--- src/hw/usb_fap_pkg.sv ---
// package: subaddress map, field layout, reset values and carriers
// for the frame count, function address and endpoint pairing slice.
// assumes: included first in compile order by every design file.
package usb_fap_pkg;

  // ===========================================================
  // indirect subaddresses
  localparam logic [7:0] SA_FRAME_LOW   = 8'h58;
  localparam logic [7:0] SA_FRAME_HIGH  = 8'h59;
  localparam logic [7:0] SA_FUNC_ADDR   = 8'h5b;
  localparam logic [7:0] SA_EP_PAIRING  = 8'h5d;

  // ===========================================================
  // field layout
  localparam int FRAME_LOW_W   = 8;
  localparam int FRAME_HIGH_W  = 3;
  localparam int FRAME_W       = FRAME_LOW_W + FRAME_HIGH_W;
  localparam int ADDR_W        = 7;
  localparam int ENDP_W        = 4;
  localparam int PAIR_OUT_BIT  = 3;
  localparam int PAIR_IN_BIT   = 0;

  // ===========================================================
  // reset values
  localparam logic [10:0] FRAME_RST     = 11'h000;
  localparam logic [6:0]  ADDR_RST      = 7'h00;
  localparam logic        PAIR_RST      = 1'b0;
  localparam logic [7:0]  RDATA_RST     = 8'h00;
  localparam logic [7:0]  SEL_RST       = 8'h00;

  // ===========================================================
  // paired endpoint numbers
  localparam logic [3:0]  EP_PAIR_LO    = 4'h2;
  localparam logic [3:0]  EP_PAIR_HI    = 4'h3;

  // token as seen from the packet decoder
  typedef struct packed {
    logic       is_in;    // 1: in token, 0: out token
    logic [3:0] endp;     // endpoint number
    logic [6:0] addr;     // function address field
  } token_s;

  // start-of-frame event
  typedef struct packed {
    logic        valid;   // one-cycle pulse
    logic [10:0] frame;   // frame number in the token
  } sof_s;

endpackage : usb_fap_pkg

--- src/hw/pair_steer.sv ---
// pair_steer: picks the buffer endpoint for one direction; when paired,
// endpoints 2 and 3 act as one ping-pong pair.
// assumes: synchronous active-low reset released by the parent.
`timescale 1ns/1ps
`default_nettype none
module pair_steer
  import usb_fap_pkg::*;
(
  input  wire logic             clk_i,      // block clock
  input  wire logic             rst_n_i,    // synced reset, active low
  input  wire logic             pair_en_i,  // pairing enabled
  input  wire logic             hit_i,      // accepted token this cycle
  input  wire logic [ENDP_W-1:0] endp_i,    // token endpoint number
  output logic      [ENDP_W-1:0] buf_o      // endpoint buffer to use
);

  logic pingpong_r;  // 0: buffer 2 next, 1: buffer 3 next
  logic in_pair;

  // token aims at either half of the pair
  assign in_pair = (endp_i == EP_PAIR_LO) || (endp_i == EP_PAIR_HI);

  // ===========================================================
  // ping-pong state, cleared while unpaired
  always_ff @(posedge clk_i or negedge rst_n_i)
  begin
    if (!rst_n_i)
      pingpong_r <= 1'b0;
    else if (!pair_en_i)
      pingpong_r <= 1'b0;
    else if (hit_i && in_pair)
      pingpong_r <= ~pingpong_r;
  end

  // paired tokens alternate buffers, others keep their own endpoint
  always_comb
  begin
    if (pair_en_i && in_pair)
      buf_o = pingpong_r ? EP_PAIR_HI : EP_PAIR_LO;
    else
      buf_o = endp_i;
  end

endmodule // pair_steer
`default_nettype wire

--- src/hw/usb_frame_addr_pairing_regs.sv ---
// usb_frame_addr_pairing_regs: frame count, function address and
// endpoint pairing subregisters behind an indirect selector/data window,
// plus token address filtering and pair buffer steering.
// assumes: cpu and packet decoder strobes are synchronous one-cycle pulses.
//
// Contract
// RL1: frame count loads the number from each start-of-frame, else holds.
// RL2: frame count is 11 bits: low byte, then high three bits in 2:0.
// RL3: frame low at subaddress 58h, frame high at 59h via data port.
// RL4: function address at 5Bh, pairing at 5Dh via selector and data port.
// RL5: function address is seven bits, readable, not writable by software.
// RL6: respond only to tokens whose address equals the stored address.
// RL7: pairing bit 3 pairs out endpoints 2 and 3, clear keeps independent.
// RL8: pairing bit 0 pairs in endpoints 2 and 3, clear keeps independent.
// RL9: software writes zeros to reserved bits; they read back as zero.
// RL10: reset clears frame count, address and both pairing controls.
`timescale 1ns/1ps
`default_nettype none
module usb_frame_addr_pairing_regs
  import usb_fap_pkg::*;
(
  input  wire logic                 ref_clk_i,      // 50 mhz clock
  input  wire logic                 rst_n_i,        // async reset, active low
  // cpu indirect window
  input  wire logic                 sel_wr_i,       // write indirect selector
  input  wire logic                 data_wr_i,      // write subdata port
  input  wire logic                 data_rd_i,      // read subdata port
  input  wire logic [7:0]           wdata_i,        // cpu write data
  output logic      [7:0]           rdata_o,        // subdata read value
  output logic      [7:0]           indirect_selector_o, // current selector
  // usb engine side
  input  wire usb_fap_pkg::sof_s    sof_i,          // start-of-frame event
  input  wire logic                 addr_load_i,    // host assigned address
  input  wire logic [6:0]           addr_value_i,   // address to load
  input  wire logic                 usb_reset_i,    // bus reset seen
  input  wire logic                 token_valid_i,  // token pulse
  input  wire usb_fap_pkg::token_s  token_i,        // token fields
  output logic                      token_accept_o, // token for this function
  output logic                      token_is_in_o,  // accepted token direction
  output logic      [3:0]           token_buf_o,    // buffer endpoint to use
  output logic      [10:0]          frame_count_o,  // current frame count
  output logic      [6:0]           function_address_o, // stored address
  output logic                      pair_out_two_three_o, // out pair on
  output logic                      pair_in_two_three_o   // in pair on
);

  // ===========================================================
  // reset synchroniser
  logic rst_meta_r;
  logic rst_sync_r;
  logic rst_n;

  // two-flop release of the async reset
  always_ff @(posedge ref_clk_i or negedge rst_n_i)
  begin
    if (!rst_n_i)
    begin
      rst_meta_r <= 1'b0;
      rst_sync_r <= 1'b0;
    end
    else
    begin
      rst_meta_r <= 1'b1;
      rst_sync_r <= rst_meta_r;
    end
  end
  assign rst_n = rst_sync_r;

  // ===========================================================
  // state
  logic [7:0]          sel_r;
  logic [FRAME_W-1:0]  frame_r;
  logic [ADDR_W-1:0]   faddr_r;
  logic                pair_out_r;
  logic                pair_in_r;
  logic [7:0]          rdata_r;
  logic [7:0]          rdata_nxt;
  logic                accept_r;
  logic                is_in_r;
  logic [ENDP_W-1:0]   buf_r;
  logic                addr_hit;
  logic [ENDP_W-1:0]   out_buf;
  logic [ENDP_W-1:0]   in_buf;

  // indirect selector register
  always_ff @(posedge ref_clk_i or negedge rst_n)
  begin
    if (!rst_n)
      sel_r <= SEL_RST;
    else if (sel_wr_i)
      sel_r <= wdata_i;
  end

  // frame count follows each start-of-frame only
  always_ff @(posedge ref_clk_i or negedge rst_n)
  begin
    if (!rst_n)
      frame_r <= FRAME_RST;                     // [RL10]
    else if (sof_i.valid)
      frame_r <= sof_i.frame;                   // [RL1]
  end

  // function address: set by the usb engine, never by the data port
  always_ff @(posedge ref_clk_i or negedge rst_n)
  begin
    if (!rst_n)
      faddr_r <= ADDR_RST;                      // [RL10]
    else if (usb_reset_i)
      faddr_r <= ADDR_RST;
    else if (addr_load_i)
      faddr_r <= addr_value_i;                  // [RL5]
  end

  // pairing controls, writable at their subaddress only
  always_ff @(posedge ref_clk_i or negedge rst_n)
  begin
    if (!rst_n)
    begin
      pair_out_r <= PAIR_RST;                   // [RL10]
      pair_in_r  <= PAIR_RST;                   // [RL10]
    end
    else if (data_wr_i && (sel_r == SA_EP_PAIRING)) // [RL4]
    begin
      pair_out_r <= wdata_i[PAIR_OUT_BIT];      // [RL7]
      pair_in_r  <= wdata_i[PAIR_IN_BIT];       // [RL8]
    end
  end

  // ===========================================================
  // subdata read mux, reserved bits read as zero
  always_comb
  begin
    rdata_nxt = 8'h00;
    case (sel_r)
      SA_FRAME_LOW:  rdata_nxt = frame_r[FRAME_LOW_W-1:0];        // [RL2] [RL3]
      SA_FRAME_HIGH: rdata_nxt = {5'h00, frame_r[FRAME_W-1:FRAME_LOW_W]}; // [RL2] [RL3]
      SA_FUNC_ADDR:  rdata_nxt = {1'b0, faddr_r};                 // [RL4] [RL5]
      SA_EP_PAIRING: rdata_nxt = {4'h0, pair_out_r, 2'h0, pair_in_r}; // [RL4] [RL9]
      default:       rdata_nxt = 8'h00;
    endcase
  end

  // read data captured on the read strobe, held until the next one
  always_ff @(posedge ref_clk_i or negedge rst_n)
  begin
    if (!rst_n)
      rdata_r <= RDATA_RST;
    else if (data_rd_i)
      rdata_r <= rdata_nxt;
  end

  // ===========================================================
  // token filtering and buffer steering
  assign addr_hit = token_valid_i && (token_i.addr == faddr_r);  // [RL6]

  pair_steer u_out_steer (
    .clk_i     (ref_clk_i),
    .rst_n_i   (rst_n),
    .pair_en_i (pair_out_r),
    .hit_i     (addr_hit && !token_i.is_in),
    .endp_i    (token_i.endp),
    .buf_o     (out_buf)
  );

  pair_steer u_in_steer (
    .clk_i     (ref_clk_i),
    .rst_n_i   (rst_n),
    .pair_en_i (pair_in_r),
    .hit_i     (addr_hit && token_i.is_in),
    .endp_i    (token_i.endp),
    .buf_o     (in_buf)
  );

  // accept pulse one cycle after a matching token
  always_ff @(posedge ref_clk_i or negedge rst_n)
  begin
    if (!rst_n)
    begin
      accept_r <= 1'b0;
      is_in_r  <= 1'b0;
      buf_r    <= 4'h0;
    end
    else
    begin
      accept_r <= addr_hit;                     // [RL6]
      if (addr_hit)
      begin
        is_in_r <= token_i.is_in;
        buf_r   <= token_i.is_in ? in_buf : out_buf; // [RL7] [RL8]
      end
    end
  end

  // ===========================================================
  // outputs, all from flops
  assign rdata_o              = rdata_r;
  assign indirect_selector_o  = sel_r;
  assign token_accept_o       = accept_r;
  assign token_is_in_o        = is_in_r;
  assign token_buf_o          = buf_r;
  assign frame_count_o        = frame_r;
  assign function_address_o   = faddr_r;
  assign pair_out_two_three_o = pair_out_r;
  assign pair_in_two_three_o  = pair_in_r;

  // ===========================================================
  // checks
  a_frame_load: assert property (@(posedge ref_clk_i) disable iff (!rst_n) // [RL1]
    sof_i.valid |=> frame_count_o == $past(sof_i.frame))
    else $error("frame count did not load sof number");

  a_frame_hold: assert property (@(posedge ref_clk_i) disable iff (!rst_n) // [RL1]
    !sof_i.valid |=> $stable(frame_count_o))
    else $error("frame count changed without sof");

  a_frame_low_read: assert property (@(posedge ref_clk_i) disable iff (!rst_n) // [RL3]
    (data_rd_i && sel_r == SA_FRAME_LOW) |=> rdata_o == $past(frame_r[7:0]))
    else $error("frame low read mismatch");

  a_frame_high_read: assert property (@(posedge ref_clk_i) disable iff (!rst_n) // [RL2]
    (data_rd_i && sel_r == SA_FRAME_HIGH)
      |=> rdata_o == {5'h00, $past(frame_r[10:8])})
    else $error("frame high read mismatch");

  a_addr_read_only: assert property (@(posedge ref_clk_i) disable iff (!rst_n) // [RL5]
    (data_wr_i && !addr_load_i && !usb_reset_i) |=> $stable(function_address_o))
    else $error("function address changed by software write");

  a_addr_read: assert property (@(posedge ref_clk_i) disable iff (!rst_n) // [RL4]
    (data_rd_i && sel_r == SA_FUNC_ADDR) |=> rdata_o == {1'b0, $past(faddr_r)})
    else $error("function address read mismatch");

  a_token_match: assert property (@(posedge ref_clk_i) disable iff (!rst_n) // [RL6]
    (token_valid_i && token_i.addr == faddr_r) |=> token_accept_o)
    else $error("matching token not accepted");

  a_token_other: assert property (@(posedge ref_clk_i) disable iff (!rst_n) // [RL6]
    !(token_valid_i && token_i.addr == faddr_r) |=> !token_accept_o)
    else $error("foreign token accepted");

  a_pair_write: assert property (@(posedge ref_clk_i) disable iff (!rst_n) // [RL7]
    (data_wr_i && sel_r == SA_EP_PAIRING)
      |=> {pair_out_two_three_o, pair_in_two_three_o} == {$past(wdata_i[3]), $past(wdata_i[0])})
    else $error("pairing write not taken");

  a_pair_reserved: assert property (@(posedge ref_clk_i) disable iff (!rst_n) // [RL9]
    (data_rd_i && sel_r == SA_EP_PAIRING) |=> (rdata_o & 8'hf6) == 8'h00)
    else $error("pairing reserved bits not zero");

  a_in_pair_steer: assert property (@(posedge ref_clk_i) disable iff (!rst_n) // [RL8]
    (addr_hit && token_i.is_in && pair_in_r && token_i.endp == EP_PAIR_HI)
      ##1 (addr_hit && token_i.is_in && pair_in_r && token_i.endp == EP_PAIR_HI)
      |=> token_buf_o != $past(token_buf_o))
    else $error("paired in tokens did not alternate");

endmodule // usb_frame_addr_pairing_regs
`default_nettype wire
--- config.mk ---
export PLATFORM = sky130hd
export DESIGN_NAME = usb_frame_addr_pairing_regs
export DESIGN_NICKNAME = d
export VERILOG_FILES = /design/src/hw/usb_fap_pkg.sv /design/src/hw/pair_steer.sv /design/src/hw/usb_frame_addr_pairing_regs.sv
export SDC_FILE = /design/constraint.sdc
export NUM_CORES = 1
export LEC_CHECK = 0
export BUFFER_PORTS_ARGS = -buffer_cell sky130_fd_sc_hd__buf_2
export CELL_PAD_IN_SITES_DETAIL_PLACEMENT = 0
export CELL_PAD_IN_SITES_GLOBAL_PLACEMENT = 1
export CORE_ASPECT_RATIO = 0.8
export CORE_MARGIN = 3
export CORE_UTILIZATION = 36
export DETAILED_ROUTE_END_ITERATION = 12
export PLACE_DENSITY_LB_ADDON = 0.1
export SLEW_MARGIN = 40
export SYNTH_ARGS = -nofsm -noshare
export SYNTH_HDL_FRONTEND = slang
export SYNTH_HIERARCHICAL = 1
export SYNTH_SLANG_ARGS = --single-unit
--- constraint.sdc ---
create_clock -name ref_clk_i -period 1.8 [get_ports ref_clk_i]
set_input_delay 0.36 -clock ref_clk_i [delete_from_list [all_inputs] [get_ports ref_clk_i]]
set_output_delay 0.36 -clock ref_clk_i [all_outputs]
set_load 0.05 [all_outputs]
Word level (Yosys, flattened, before mapping) --
Cells that the tools add are included.
Storage, ports and cells: logic and storage cells 47, output and inout bits 42, bits in registers 46, latch bits 0, RAM bits 0, memories kept 0, bits in read-only memories 0
Operators by class: bitwise logic cells 2, divide/modulo/power cells 0, multiply operators 0, magnitude comparators 0, $add $sub $neg 0, reduce and logical (&&, ||, !) cells 11, eq/ne operators 9, muxes and demuxes 12, shift operators 0
Operators with widths (number):
- 8-bit by 7-bit == test with 1-bit output (second input constant) | 4
- 8-bit case mux with 4 select lines | 1
- 7-bit two-way mux | 2
- 4-bit two-way mux | 3
- 4-bit by 2-bit == test with 1-bit output (second input constant) | 2
- 1-bit logical AND | 8
- 7-bit == test | 1
- 1-bit two-way mux | 6
- 2-bit by 1-bit != test with 1-bit output (second input constant) | 2
- 1-bit inverter | 2
- 2-bit nonzero test | 1
- 1-bit logical NOT | 1
- 1-bit logical OR | 1

Logic depth before layout (Yosys ltp) --
Gate-level depths: netlist of run 1.
depth in word-level cells 6, depth in mapped cells 6, depth with buffers taken out 6

By module --
Netlist of run 1, hierarchy kept.
Modules (own cells, without submodules):
- usb_frame_addr_pairing_regs | times used 1, cells each 160, sequential area each 1101.1 µm², area each 1970.6 µm²
- pair_steer | times used 2, cells each 10, sequential area each 25.0 µm², area each 96.3 µm²

Least setup slack after synthesis of run 1 --
Ideal clock, no wire load.
path type reg2reg, start point register pair_in_r, in the netlist pair_in_two_three_o, end point register buf_r[0], in the netlist token_buf_o[0], buffers on the path 0, period minus slack after synthesis 1.849 ns, data arrival time 1.724 ns, stages on the path, launching flop included 5, required time 1.675 ns, setup slack -0.049 ns, cell sequence dfrtp_1 and4bb_1 mux2_4 mux2_2 mux2_2
On the way: longest elaborated chain between the ends 3
RTL lines:
- start: declaration | RTL line usb_frame_addr_pairing_regs.sv:75 | logic pair_in_r;
- start signal: assignment | RTL line usb_frame_addr_pairing_regs.sv:125 | pair_in_r <= wdata_i[PAIR_IN_BIT];
- 1-bit logical AND | RTL line pair_steer.sv:38 | if (pair_en_i && in_pair)
- 4-bit two-way mux | RTL line pair_steer.sv:38
- named net in_buf[0] | RTL line usb_frame_addr_pairing_regs.sv:83 | logic [ENDP_W-1:0] in_buf;
- 4-bit two-way mux | RTL line usb_frame_addr_pairing_regs.sv:189 | buf_r <= token_i.is_in ? in_buf : out_buf;
- end signal: assignment | RTL line usb_frame_addr_pairing_regs.sv:189
- end: declaration | RTL line usb_frame_addr_pairing_regs.sv:80 | logic [ENDP_W-1:0] buf_r;
The timed path passes the listed nets, and every way through them passes these cells. A chain may end at the register's enable or synchronous reset.

Worst setup path after layout of run 1 --
start point register faddr_r[6], in the netlist function_address_o[6], end point register u_in_steer.pingpong_r
On the way: longest elaborated chain between the ends 5
RTL lines:
- start: declaration | RTL line usb_frame_addr_pairing_regs.sv:73 | logic [ADDR_W-1:0] faddr_r;
- start signal: assignment | RTL line usb_frame_addr_pairing_regs.sv:111 | faddr_r <= addr_value_i;
- 7-bit == test | RTL line usb_frame_addr_pairing_regs.sv:154 | assign addr_hit = token_valid_i && (token_i.addr == faddr_r);
- 1-bit logical AND | RTL line usb_frame_addr_pairing_regs.sv:154
- named net addr_hit | RTL line usb_frame_addr_pairing_regs.sv:81 | logic addr_hit;
- 1-bit logical AND | RTL line usb_frame_addr_pairing_regs.sv:169 | .hit_i (addr_hit && token_i.is_in),
- 1-bit logical AND | RTL line pair_steer.sv:31 | else if (hit_i && in_pair)
- 2-bit by 1-bit != test with 1-bit output (no source line)
- end signal: assignment | RTL line pair_steer.sv:32 | pingpong_r <= ~pingpong_r;
- end: declaration | RTL line pair_steer.sv:17 | logic pingpong_r;
The timed path passes the listed nets, and every way through them passes these cells.

==> flow_summary.toml, run 1 <==
[yosys]
synth_ff_type = "dfrtp_1"
yosys_register_bits = 46
seq_area_frac_synth_pct = 53.2
synth_edf_count = 0
synth_cells = 180
synth.avg_cell_area_um2 = 12.0
synth_cell_type_count = 34
synth_area_um2 = 2160
synthArstFlopShare_pct = 100
syn-num-nets = 227
yosys_warnings = 6

[placement]
placed_cell_area_um2 = 2720
io_buffers = 88
dp_hpwl_mm = 4.02
place_inst = 342
gp_congestion = 0.761

[critical_path]
worstSetupPathType = "flip-flop to flip-flop"
crit_fanout = 4
arrival_ps = 1850
endpoint_kind = "flip-flop"
critPathMaxStageDelay_ps = 440
startpoint_type = "flip-flop"
r2r_slack_ps = 160
worstPathRequired_ps = 2010
path_cells = "xnor2_1 > nand4_1 > nor2_4 > and2_2 > and4bb_2 > mux2i_1"
cp_slowest_cell = "dfrtp_2"

[die]
coreArea_um2 = 5620
start_util_pct = 38.5
num_io_pins = 89
rows = 24
fp.dieW_um = 92.7
die_y_um = 75.3
dieArea_um2 = 6980

[global_route]
grt_pass1_vias = 1581
grt_use_total_pct = 15.1
grt_first_pass_wirelength_mm = 8.14
antenna_found_initial = 0
grt_max_degree = 23
overflow = 0

[cts]
numCtsBuffers = 5
cts_tree = "done"
htree_levels = 2
root_buffer = "clkbuf_8"
clock_path_buffers = 2
clkSlewWorstSetupHoldPaths_ps = 80
clock_latency_ps = 290
clock_sinks = 46

[sta]
hold_ws_ps = 247
drv_slew = 0
fin_tns_setup_ps = 0
setup_violations = 0
rsz0062_at_grt = "no"
period_share_pct = 91.4
fin_crit_ps = 1640
hold_viol = 0
final.setup_skew_ps = 7.82
max_freq_mhz = 608

[route]
antenna_left = 0
viasPerCell = 4.62
via_count = 1621
drt_iter0_drc = 33
avgRoutedWirePerCell_um = 14.4
drtPass1Iterations = 4
drcViolationCount = 0
drt_wl_total_mm = 5.05

[final_layout]
antenna_cells = 0
stdcell_count = 351
fillers = 543
final_layout_size_suffix_gt1_share_pct = 52.7
layout_commonest_cell = "buf_2"
final_nets = 319
post-route-util_pct = 50.0
final_cell_mix = "buf_2, dfrtp_1, mux2_2"
fin_area_um2 = 2810
area_delta_synth_final_pct = 29.7

[power_and_ir_drop]
p_per_area_nw_per_um2 = 861
power_leakage_nw = 1.38
ir_worst_vdd_v = 0.000401

[job]
drv_cap = 0

[status]
outcome = "finished, final reports clean"

[worst_hold_path]
hold_path.class = "flip-flop to async pin"
==> routing by layer <==
metal  share of wire [%]  GRT usage (%)  wire length, µm  vias up
met3                 5.6           3.55              284        2
met4                0.30           2.44               15        0
met2                  45           23.2             2250       45
li1                    -              -                -      813
met1                  49           22.3             2500      761
met5                   0              0                0        -
==> stage by stage <==
| stage | total power [W] | setup WS, ps |
|---|---|---|
| 2_1_floorplan | 0.00164 | 1.38 |
| 3_3_place_gp | 0.00184 | 116 |
| 3_5_place_dp | 0.00184 | 96.7 |
| 4_1_cts | 0.00245 | 108 |
| 5_1_grt | 0.00254 | 43.7 |
| 6_report | 0.00242 | 155 |
==> cell type report <==
cell class | count | area (µm²) | share of cell area [%]
tap | 78 | 97.6 | 3.48
multi-input combinational | 111 | 913 | 32.5
timing repair buffer | 99 | 526 | 18.7
sequential | 46 | 1160 | 41.2
clock buffer | 8 | 80.1 | 2.85
inverter | 9 | 33.8 | 1.20
==> sequential cells by signal (all words and copies together) (netlist names) <==
name and flops:
u_in_steer/pingpong_r 1, token_buf_o 4, token_is_in_o 1, rst_n 1, rst_meta_r 1, rdata_o 8
u_out_steer/pingpong_r 1, pair_out_two_three_o 1, pair_in_two_three_o 1, token_accept_o 1, function_address_o 7, indirect_selector_o 8
frame_count_o 11
==> final timing paths <==
kind,from,end,cells past startpoint
max in group asynchronous,rst_n$_DFF_PN0_,pair_out_two_three_o$_DFFE_PN0P_,1
min reg2reg,rst_n$_DFF_PN0_,function_address_o[2]$_DFFE_PN0P_,1
min in group ref_clk_i,wdata_i[0],indirect_selector_o[0]$_DFFE_PN0P_,3
max,function_address_o[6]$_DFFE_PN0P_,u_in_steer/pingpong_r$_DFFE_PN0P_,6
min,rst_n$_DFF_PN0_,function_address_o[2]$_DFFE_PN0P_,1
max reg2reg,function_address_o[6]$_DFFE_PN0P_,u_in_steer/pingpong_r$_DFFE_PN0P_,6
==> cell families (layout without fill, tap and decap cells) <==
group | Yosys count | count (layout) | share of synthesized area (%)
multiplexers | 43 | 43 | 22.0
AND/OR/NAND/NOR | 40 | 40 | 11.4
AO/OA/AOI/OAI | 20 | 20 | 5.78
other | 1 | 1 | 0.173
buffers and inverters | 23 | 116 | 4.57
XOR/XNOR | 7 | 7 | 2.83
flip-flops | 46 | 46 | 53.2
==> worst max-delay path: cells and delay by family, from the launching register on <==
family                    cells  cell delay, ps
DFF                           1             440
xor gates and xnor gates      1             160
and+or+nand+nor               4             810
muxes                         1             170
==> synthesized netlist by cell type, types with 2 or more instances <==
cell      instances  area share (%)
nand4b_1          2            0.81
a31oi_1           2            0.58
xnor2_1           7             2.8
o22ai_1           4             1.2
nand4_1           3            0.87
buf_2             4            0.93
and4bb_2          2             1.2
mux2_2           29              15
inv_1             9             1.6
dfrtp_1          46              53
a22o_1            2            0.81
nand2b_1          3            0.87
o21ai_0           5             1.2
clkbuf_1          8             1.4
nand2_1           4            0.69
mux2i_1          12             5.6
a21oi_1           4            0.93
and4bb_1          2             1.2
mux2_4            2             1.4
nor2_1           12             2.1
nor3_1            2            0.46
nand3_1           4            0.93
==> report_power, final <==
group / internal, W / total (W) / switching (W)
combinational: 0.000213 / 0.000640 / 0.000427
clock: 0.000277 / 0.000606 / 0.000329
sequential: 0.00111 / 0.00117 / 0.0000609
total: 0.00160 / 0.00242 / 0.000817
==> repair_timing <==
| item | 4_1_cts | 5_1_grt |
|---|---|---|
| hold endpoints to repair | 2 | 0 |
| hold buffers | 1 | 0 |
| gates resized for setup | 0 | 0 |
| setup buffers | 0 | 0 |
Power figures use the tool's default switching activity.
==> run 2: changes to the inputs <==
==> constraint.sdc (replaced) <==
create_clock -name ref_clk_i -period 1.8 [get_ports ref_clk_i]
set_input_delay 0.09 -clock ref_clk_i [delete_from_list [all_inputs] [get_ports ref_clk_i]]
set_output_delay 0.09 -clock ref_clk_i [all_outputs]
set_load 0.05 [all_outputs]
==> run 2 against run 1 <==
Total power grew 1.4%. Critical path type unchanged. Die area unchanged. Setup slack better by 36 ps. Count of clock-buffer cells in the layout is 1 lower. Fmax increased by 2.2%. Final area down 0.94%. Register-to-register slack better by 40 ps. Largest power group unchanged. Clock skew grew 4.1 ps.
==> flow_summary.toml, run 2 (synthesized netlist as in run 1, its figures left out) <==
[status]
outcome = "finished, final reports clean"

[worst_hold_path]
hold_path.class = "input port to flip-flop"
holdCritStartpoint = "wdata_i[6]"
min_path_cells = 2
min_to = "indirect_selector_o[6]$_DFFE_PN0P_"

[placement]
dp_hpwl_mm = 3.98
io_buffers = 88
gp_congestion = 0.753

[power_and_ir_drop]
p_per_area_nw_per_um2 = 881
p_comb_share_pct = 25.4
clkPwrFrac_pct = 26.4
power_leakage_nw = 1.36
p_seq_share_pct = 48.3
switching_share_pct = 33.7
ir_worst_vdd_v = 0.000502
internal_power_w = 0.00162
p_switching_w = 0.000827

[sta]
worst_slew_pin_slew_ps = 500
period_share_pct = 89.4
final.setup_skew_ps = 11.9
maxSlewHeadroom_pct = 66.7
drv_slew = 0
setup_violations = 0
hold_viol = 0
fin_crit_ps = 1610
rsz0062_at_grt = "no"
max_freq_mhz = 621
fin_tns_setup_ps = 0

[global_route]
grt_first_pass_wirelength_mm = 8.18
grt_use_total_pct = 15.5
antenna_found_initial = 0
grt_pass1_vias = 1591
overflow = 0
grt_max_degree = 23

[critical_path]
worstSetupPathType = "flip-flop to flip-flop"
startpoint_type = "flip-flop"
crit_fanout = 4
endpoint_kind = "flip-flop"
worstPathRequired_ps = 2010
rr_worst_depth = 6
r2r_slack_ps = 190
r2r-start = "function_address_o[5]$_DFFE_PN0P_"
arrival_ps = 1820
r2r_end = "u_in_steer/pingpong_r$_DFFE_PN0P_"

[route]
avgRoutedWirePerCell_um = 14.9
drt_iter0_drc = 59
drt_wl_total_mm = 5.17
drtPass1Iterations = 4
viasPerCell = 4.65
antenna_left = 0
via_count = 1608
drcViolationCount = 0

[die]
num_io_pins = 89
dieArea_um2 = 6980
fp.dieW_um = 92.7
rows = 24
coreArea_um2 = 5620
die_y_um = 75.3
start_util_pct = 38.5

[cts]
post_cts_buffers = 0
root_buffer = "clkbuf_8"
clock_sinks = 46
clock_latency_ps = 300
cts_tree = "done"
htree_levels = 2
numCtsBuffers = 5
clock_path_buffers = 2
clkSlewWorstSetupHoldPaths_ps = 90

[final_layout]
largest_register_ffs = 11
area_delta_synth_final_pct = 28.5
layout_commonest_cell = "buf_2"
final_nets = 314
final_cell_mix = "buf_2, dfrtp_1, mux2_2"
fillers = 548
final-seq-area_um2 = 1160
final_layout_size_suffix_gt1_share_pct = 52.6
multi_input_area_um2 = 913
antenna_cells = 0
post-route-util_pct = 49.5

[job]
drv_cap = 0
run 2: changes by cell type in the layout (fill, tap and decap cells not counted):
cell	delta
clkinv_2	+1
buf_4	-5
clkbuf_1	-2
clkbuf_8	+1
run 2: stage by stage:
stage | worst slack [ps] | cells | hold slack, ps | instance area [µm²] | total power (W)
after detailed placement | 195 | 337 | -123 | 2680 | 0.00183
after CTS | 168 | 346 | 12.2 | 2780 | 0.00248
final | 191 | 346 | 17.2 | 2780 | 0.00245
after floorplan | 1.38 | 180 | -206 | 2170 | 0.00164
after global placement | 216 | 337 | -123 | 2680 | 0.00183
after global routing | 81.2 | 346 | 8.41 | 2780 | 0.00258
run 2: area by class of cell:
cell class	count	area share (%)
sequential	46	41.6
clock buffer	7	3.11
timing repair buffer	94	17.6
clock inverter	1	0.180
inverter	9	1.22
multi-input combinational	111	32.9
tap	78	3.51
run 2: worst max-delay path, stage by stage (launching register included):
cell	delay (ps)
dfrtp_1	420
xnor2_1	190
nand4_1	230
nor2_4	160
and2_2	140
and4bb_2	220
mux2i_1	180
run 2: repair_timing:
item,CTS,global route
hold buffers,1,0
hold endpoints to repair,2,0
gates resized for setup,0,0
run 2: power by group through the flow:
| stage | combinational [W] | clock (W) | sequential, W |
|---|---|---|---|
| final | 0.000621 | 0.000646 | 0.00118 |
| after global routing | 0.000662 | 0.000717 | 0.00120 |
| after CTS | 0.000627 | 0.000672 | 0.00118 |
| after detailed placement | 0.000624 | 0 | 0.00121 |
| after global placement | 0.000625 | 0 | 0.00120 |
| after floorplan | 0.000189 | 0 | 0.00145 |
run 2: how the worst max path moves through the flow:
stage | to | from
finish | u_in_steer/pingpong_r$_DFFE_PN0P_ | function_address_o[5]$_DFFE_PN0P_
detailed placement | token_buf_o[0]$_DFFE_PN0P_ | function_address_o[6]$_DFFE_PN0P_
global placement | token_buf_o[0]$_DFFE_PN0P_ | function_address_o[6]$_DFFE_PN0P_
global route | u_in_steer/pingpong_r$_DFFE_PN0P_ | function_address_o[0]$_DFFE_PN0P_
CTS | u_in_steer/pingpong_r$_DFFE_PN0P_ | function_address_o[6]$_DFFE_PN0P_
floorplan | u_in_steer/pingpong_r$_DFFE_PN0P_ | function_address_o[0]$_DFFE_PN0P_
run 2: per-layer routing:
layer | GRT usage [%] | share of wire, % | wire length, µm | vias up
met1 | 22.0 | 49 | 2550 | 755
met4 | 5.04 | 0.91 | 47 | 0
li1 | - | - | - | 798
met5 | 0 | 0 | 0 | -
met3 | 3.65 | 5.8 | 301 | 4
met2 | 23.9 | 44 | 2270 | 51
==> run 3: changes to the inputs <==
Settings changed: CORE_UTILIZATION 36 to 33.
Clock period 1.8 ns to 1.45 ns, I/O delays scaled along.
==> run 3 against run 2 <==
The flow now finishes with violations (negative setup slack). Routed wire length rose by 3.5%. Sequential share of layout area fell by 2.9 points. Critical endpoint is now token_buf_o[0]$_DFFE_PN0P_. Flip-flop and latch count did not move. Core utilization fell by 0.081 points. Critical path depth did not move. Total power rose by 27%. Fmax rose by 4.1%. Largest cell class unchanged.
==> flow_summary.toml, run 3 (synthesized netlist as in run 1, its figures left out) <==
[critical_path]
crit_family = "flip-flops"
worstPathRequired_ps = 1630
startpoint_type = "flip-flop"
path_buf_inv = 2
crit_fanout = 3
endpoint_kind = "flip-flop"
worstSetupPathType = "flip-flop to flip-flop"
rr_worst_depth = 6
critPathMaxStageDelay_ps = 430
arrival_ps = 1730
cp.depth = 6
cp_slowest_cell = "dfrtp_2"
path_cells = "xnor2_2 > nand4_1 > nor2_4 > buf_4 > buf_6 > mux2_4"

[placement]
dp_hpwl_mm = 4.15
place_inst = 352
io_buffers = 88
gp_congestion = 0.782
post-place-ws_ps = -135

[cts]
clock_sinks = 46
numCtsBuffers = 5
root_buffer = "clkbuf_8"
cts_tree = "done"
htree_levels = 2
clock_path_buffers = 2
clock_latency_ps = 290
clkSlewWorstSetupHoldPaths_ps = 90

[final_layout]
area_delta_synth_final_pct = 40.1
antenna_cells = 0
largest_register_ffs = 11
final-seq-area_um2 = 1170
final_cell_mix = "buf_2, dfrtp_1, mux2_2"
final_nets = 333
layout_commonest_cell = "buf_2"
final_layout_size_suffix_gt1_share_pct = 60.6
stdcell_count = 368
fillers = 622
multi_input_area_um2 = 957

[die]
dieArea_um2 = 7570
rows = 25
start_util_pct = 35.3
coreArea_um2 = 6130
fp.dieW_um = 96.5
num_io_pins = 89
die_y_um = 78.4

[route]
drt_wl_total_mm = 5.35
antenna_left = 0
drtPass1Iterations = 4
avgRoutedWirePerCell_um = 14.5
drt_iter0_drc = 39
viasPerCell = 4.59
via_count = 1688
drcViolationCount = 0

[sta]
rsz0062_at_grt = "yes"
setup_violations = 7
hold_viol = 0
max_freq_mhz = 647
final.setup_skew_ps = 5.88
fin_tns_setup_ps = -506
period_share_pct = 107
fin_crit_ps = 1550
drv_slew = 0
setup_slack_ps = -96.0

[global_route]
antenna_found_initial = 0
grt_first_pass_wirelength_mm = 8.39
overflow = 0
grt_pass1_vias = 1695
grt_use_total_pct = 14.5
grt_max_degree = 21

[job]
drv_cap = 0

[status]
violations = "negative setup slack"
outcome = "finished, violations left"

[worst_hold_path]
hold_path.class = "input port to flip-flop"
min_path_cells = 2

[power_and_ir_drop]
power_leakage_nw = 1.47
p_per_area_nw_per_um2 = 1030
ir_worst_vdd_v = 0.000567
-- run 3: cell count changes in the layout (fill, tap and decap cells not counted), moves of 3 or more --
cell and change:
dlygate4sd3_1 +3, dfrtp_1 -13, dfrtp_2 +13, mux2_4 +6, mux2_2 -6, buf_4 +12
-- run 3: path summary, 6_finish.rpt --
kind / startpoint / endpoint / slack [ps]
worst min register to register: rst_n$_DFF_PN0_ / token_accept_o$_DFF_PN0_ / 180
worst max register to register: function_address_o[6]$_DFFE_PN0P_ / token_buf_o[0]$_DFFE_PN0P_ / -100
worst min-delay path: sof_i[10] / frame_count_o[10]$_DFFE_PN0P_ / 9
min in group asynchronous: rst_n_i / rst_meta_r$_DFF_PN0_ / 80
worst max-delay path: function_address_o[6]$_DFFE_PN0P_ / token_buf_o[0]$_DFFE_PN0P_ / -100
max in group asynchronous: rst_n$_DFF_PN0_ / indirect_selector_o[5]$_DFFE_PN0P_ / 750
-- run 3: area by class of cell --
class	instances	share of cell area (%)
clock inverter	2	0.413
sequential	46	38.7
timing repair buffer	113	22.1
multi-input combinational	111	31.6
inverter	9	1.11
clock buffer	6	2.73
tap	81	3.34
-- run 3: metal layers --
metal  vias to the layer above  routed length (µm)  track usage [%]
met4                         0                  36             3.36
met2                        58                2300             21.2
met1                       789                2520             21.0
li1                        837                   -                -
met3                         4                 488             4.41
met5                         -                   0                0
-- run 3: per-stage QoR --
step           total power, W  utilization [%]  area, µm²  hold slack [ps]
6_report              0.00312             49.4       3030             8.58
5_1_grt               0.00330             49.4       3030             1.06
4_1_cts               0.00316             48.4       2970            0.702
3_5_place_dp          0.00231             46.0       2820             -140
3_3_place_gp          0.00231             46.0       2820             -142
2_1_floorplan         0.00205                -       2210             -223
-- run 3: where the power goes --
| group | internal [W] | total (W) | switching [W] |
|---|---|---|---|
| combinational | 0.000312 | 0.000850 | 0.000539 |
| clock | 0.000384 | 0.000815 | 0.000431 |
| sequential | 0.00138 | 0.00146 | 0.0000781 |
-- run 3: what timing repair did --
action | CTS | global route
buffers inserted | 0 | 4
endpoints found under the hold margin | 5 | 0
gates resized for setup | 1 | 5
pin swaps | 1 | 5
setup endpoints to repair | 7 | 8
hold buffers | 4 | 0
-- run 3: worst reg2reg max path, stage by stage (launching register included) --
cell and delay, ps:
dfrtp_2 430, xnor2_2 150, nand4_1 180, nor2_4 170, buf_4 120, buf_6 100, mux2_4 290
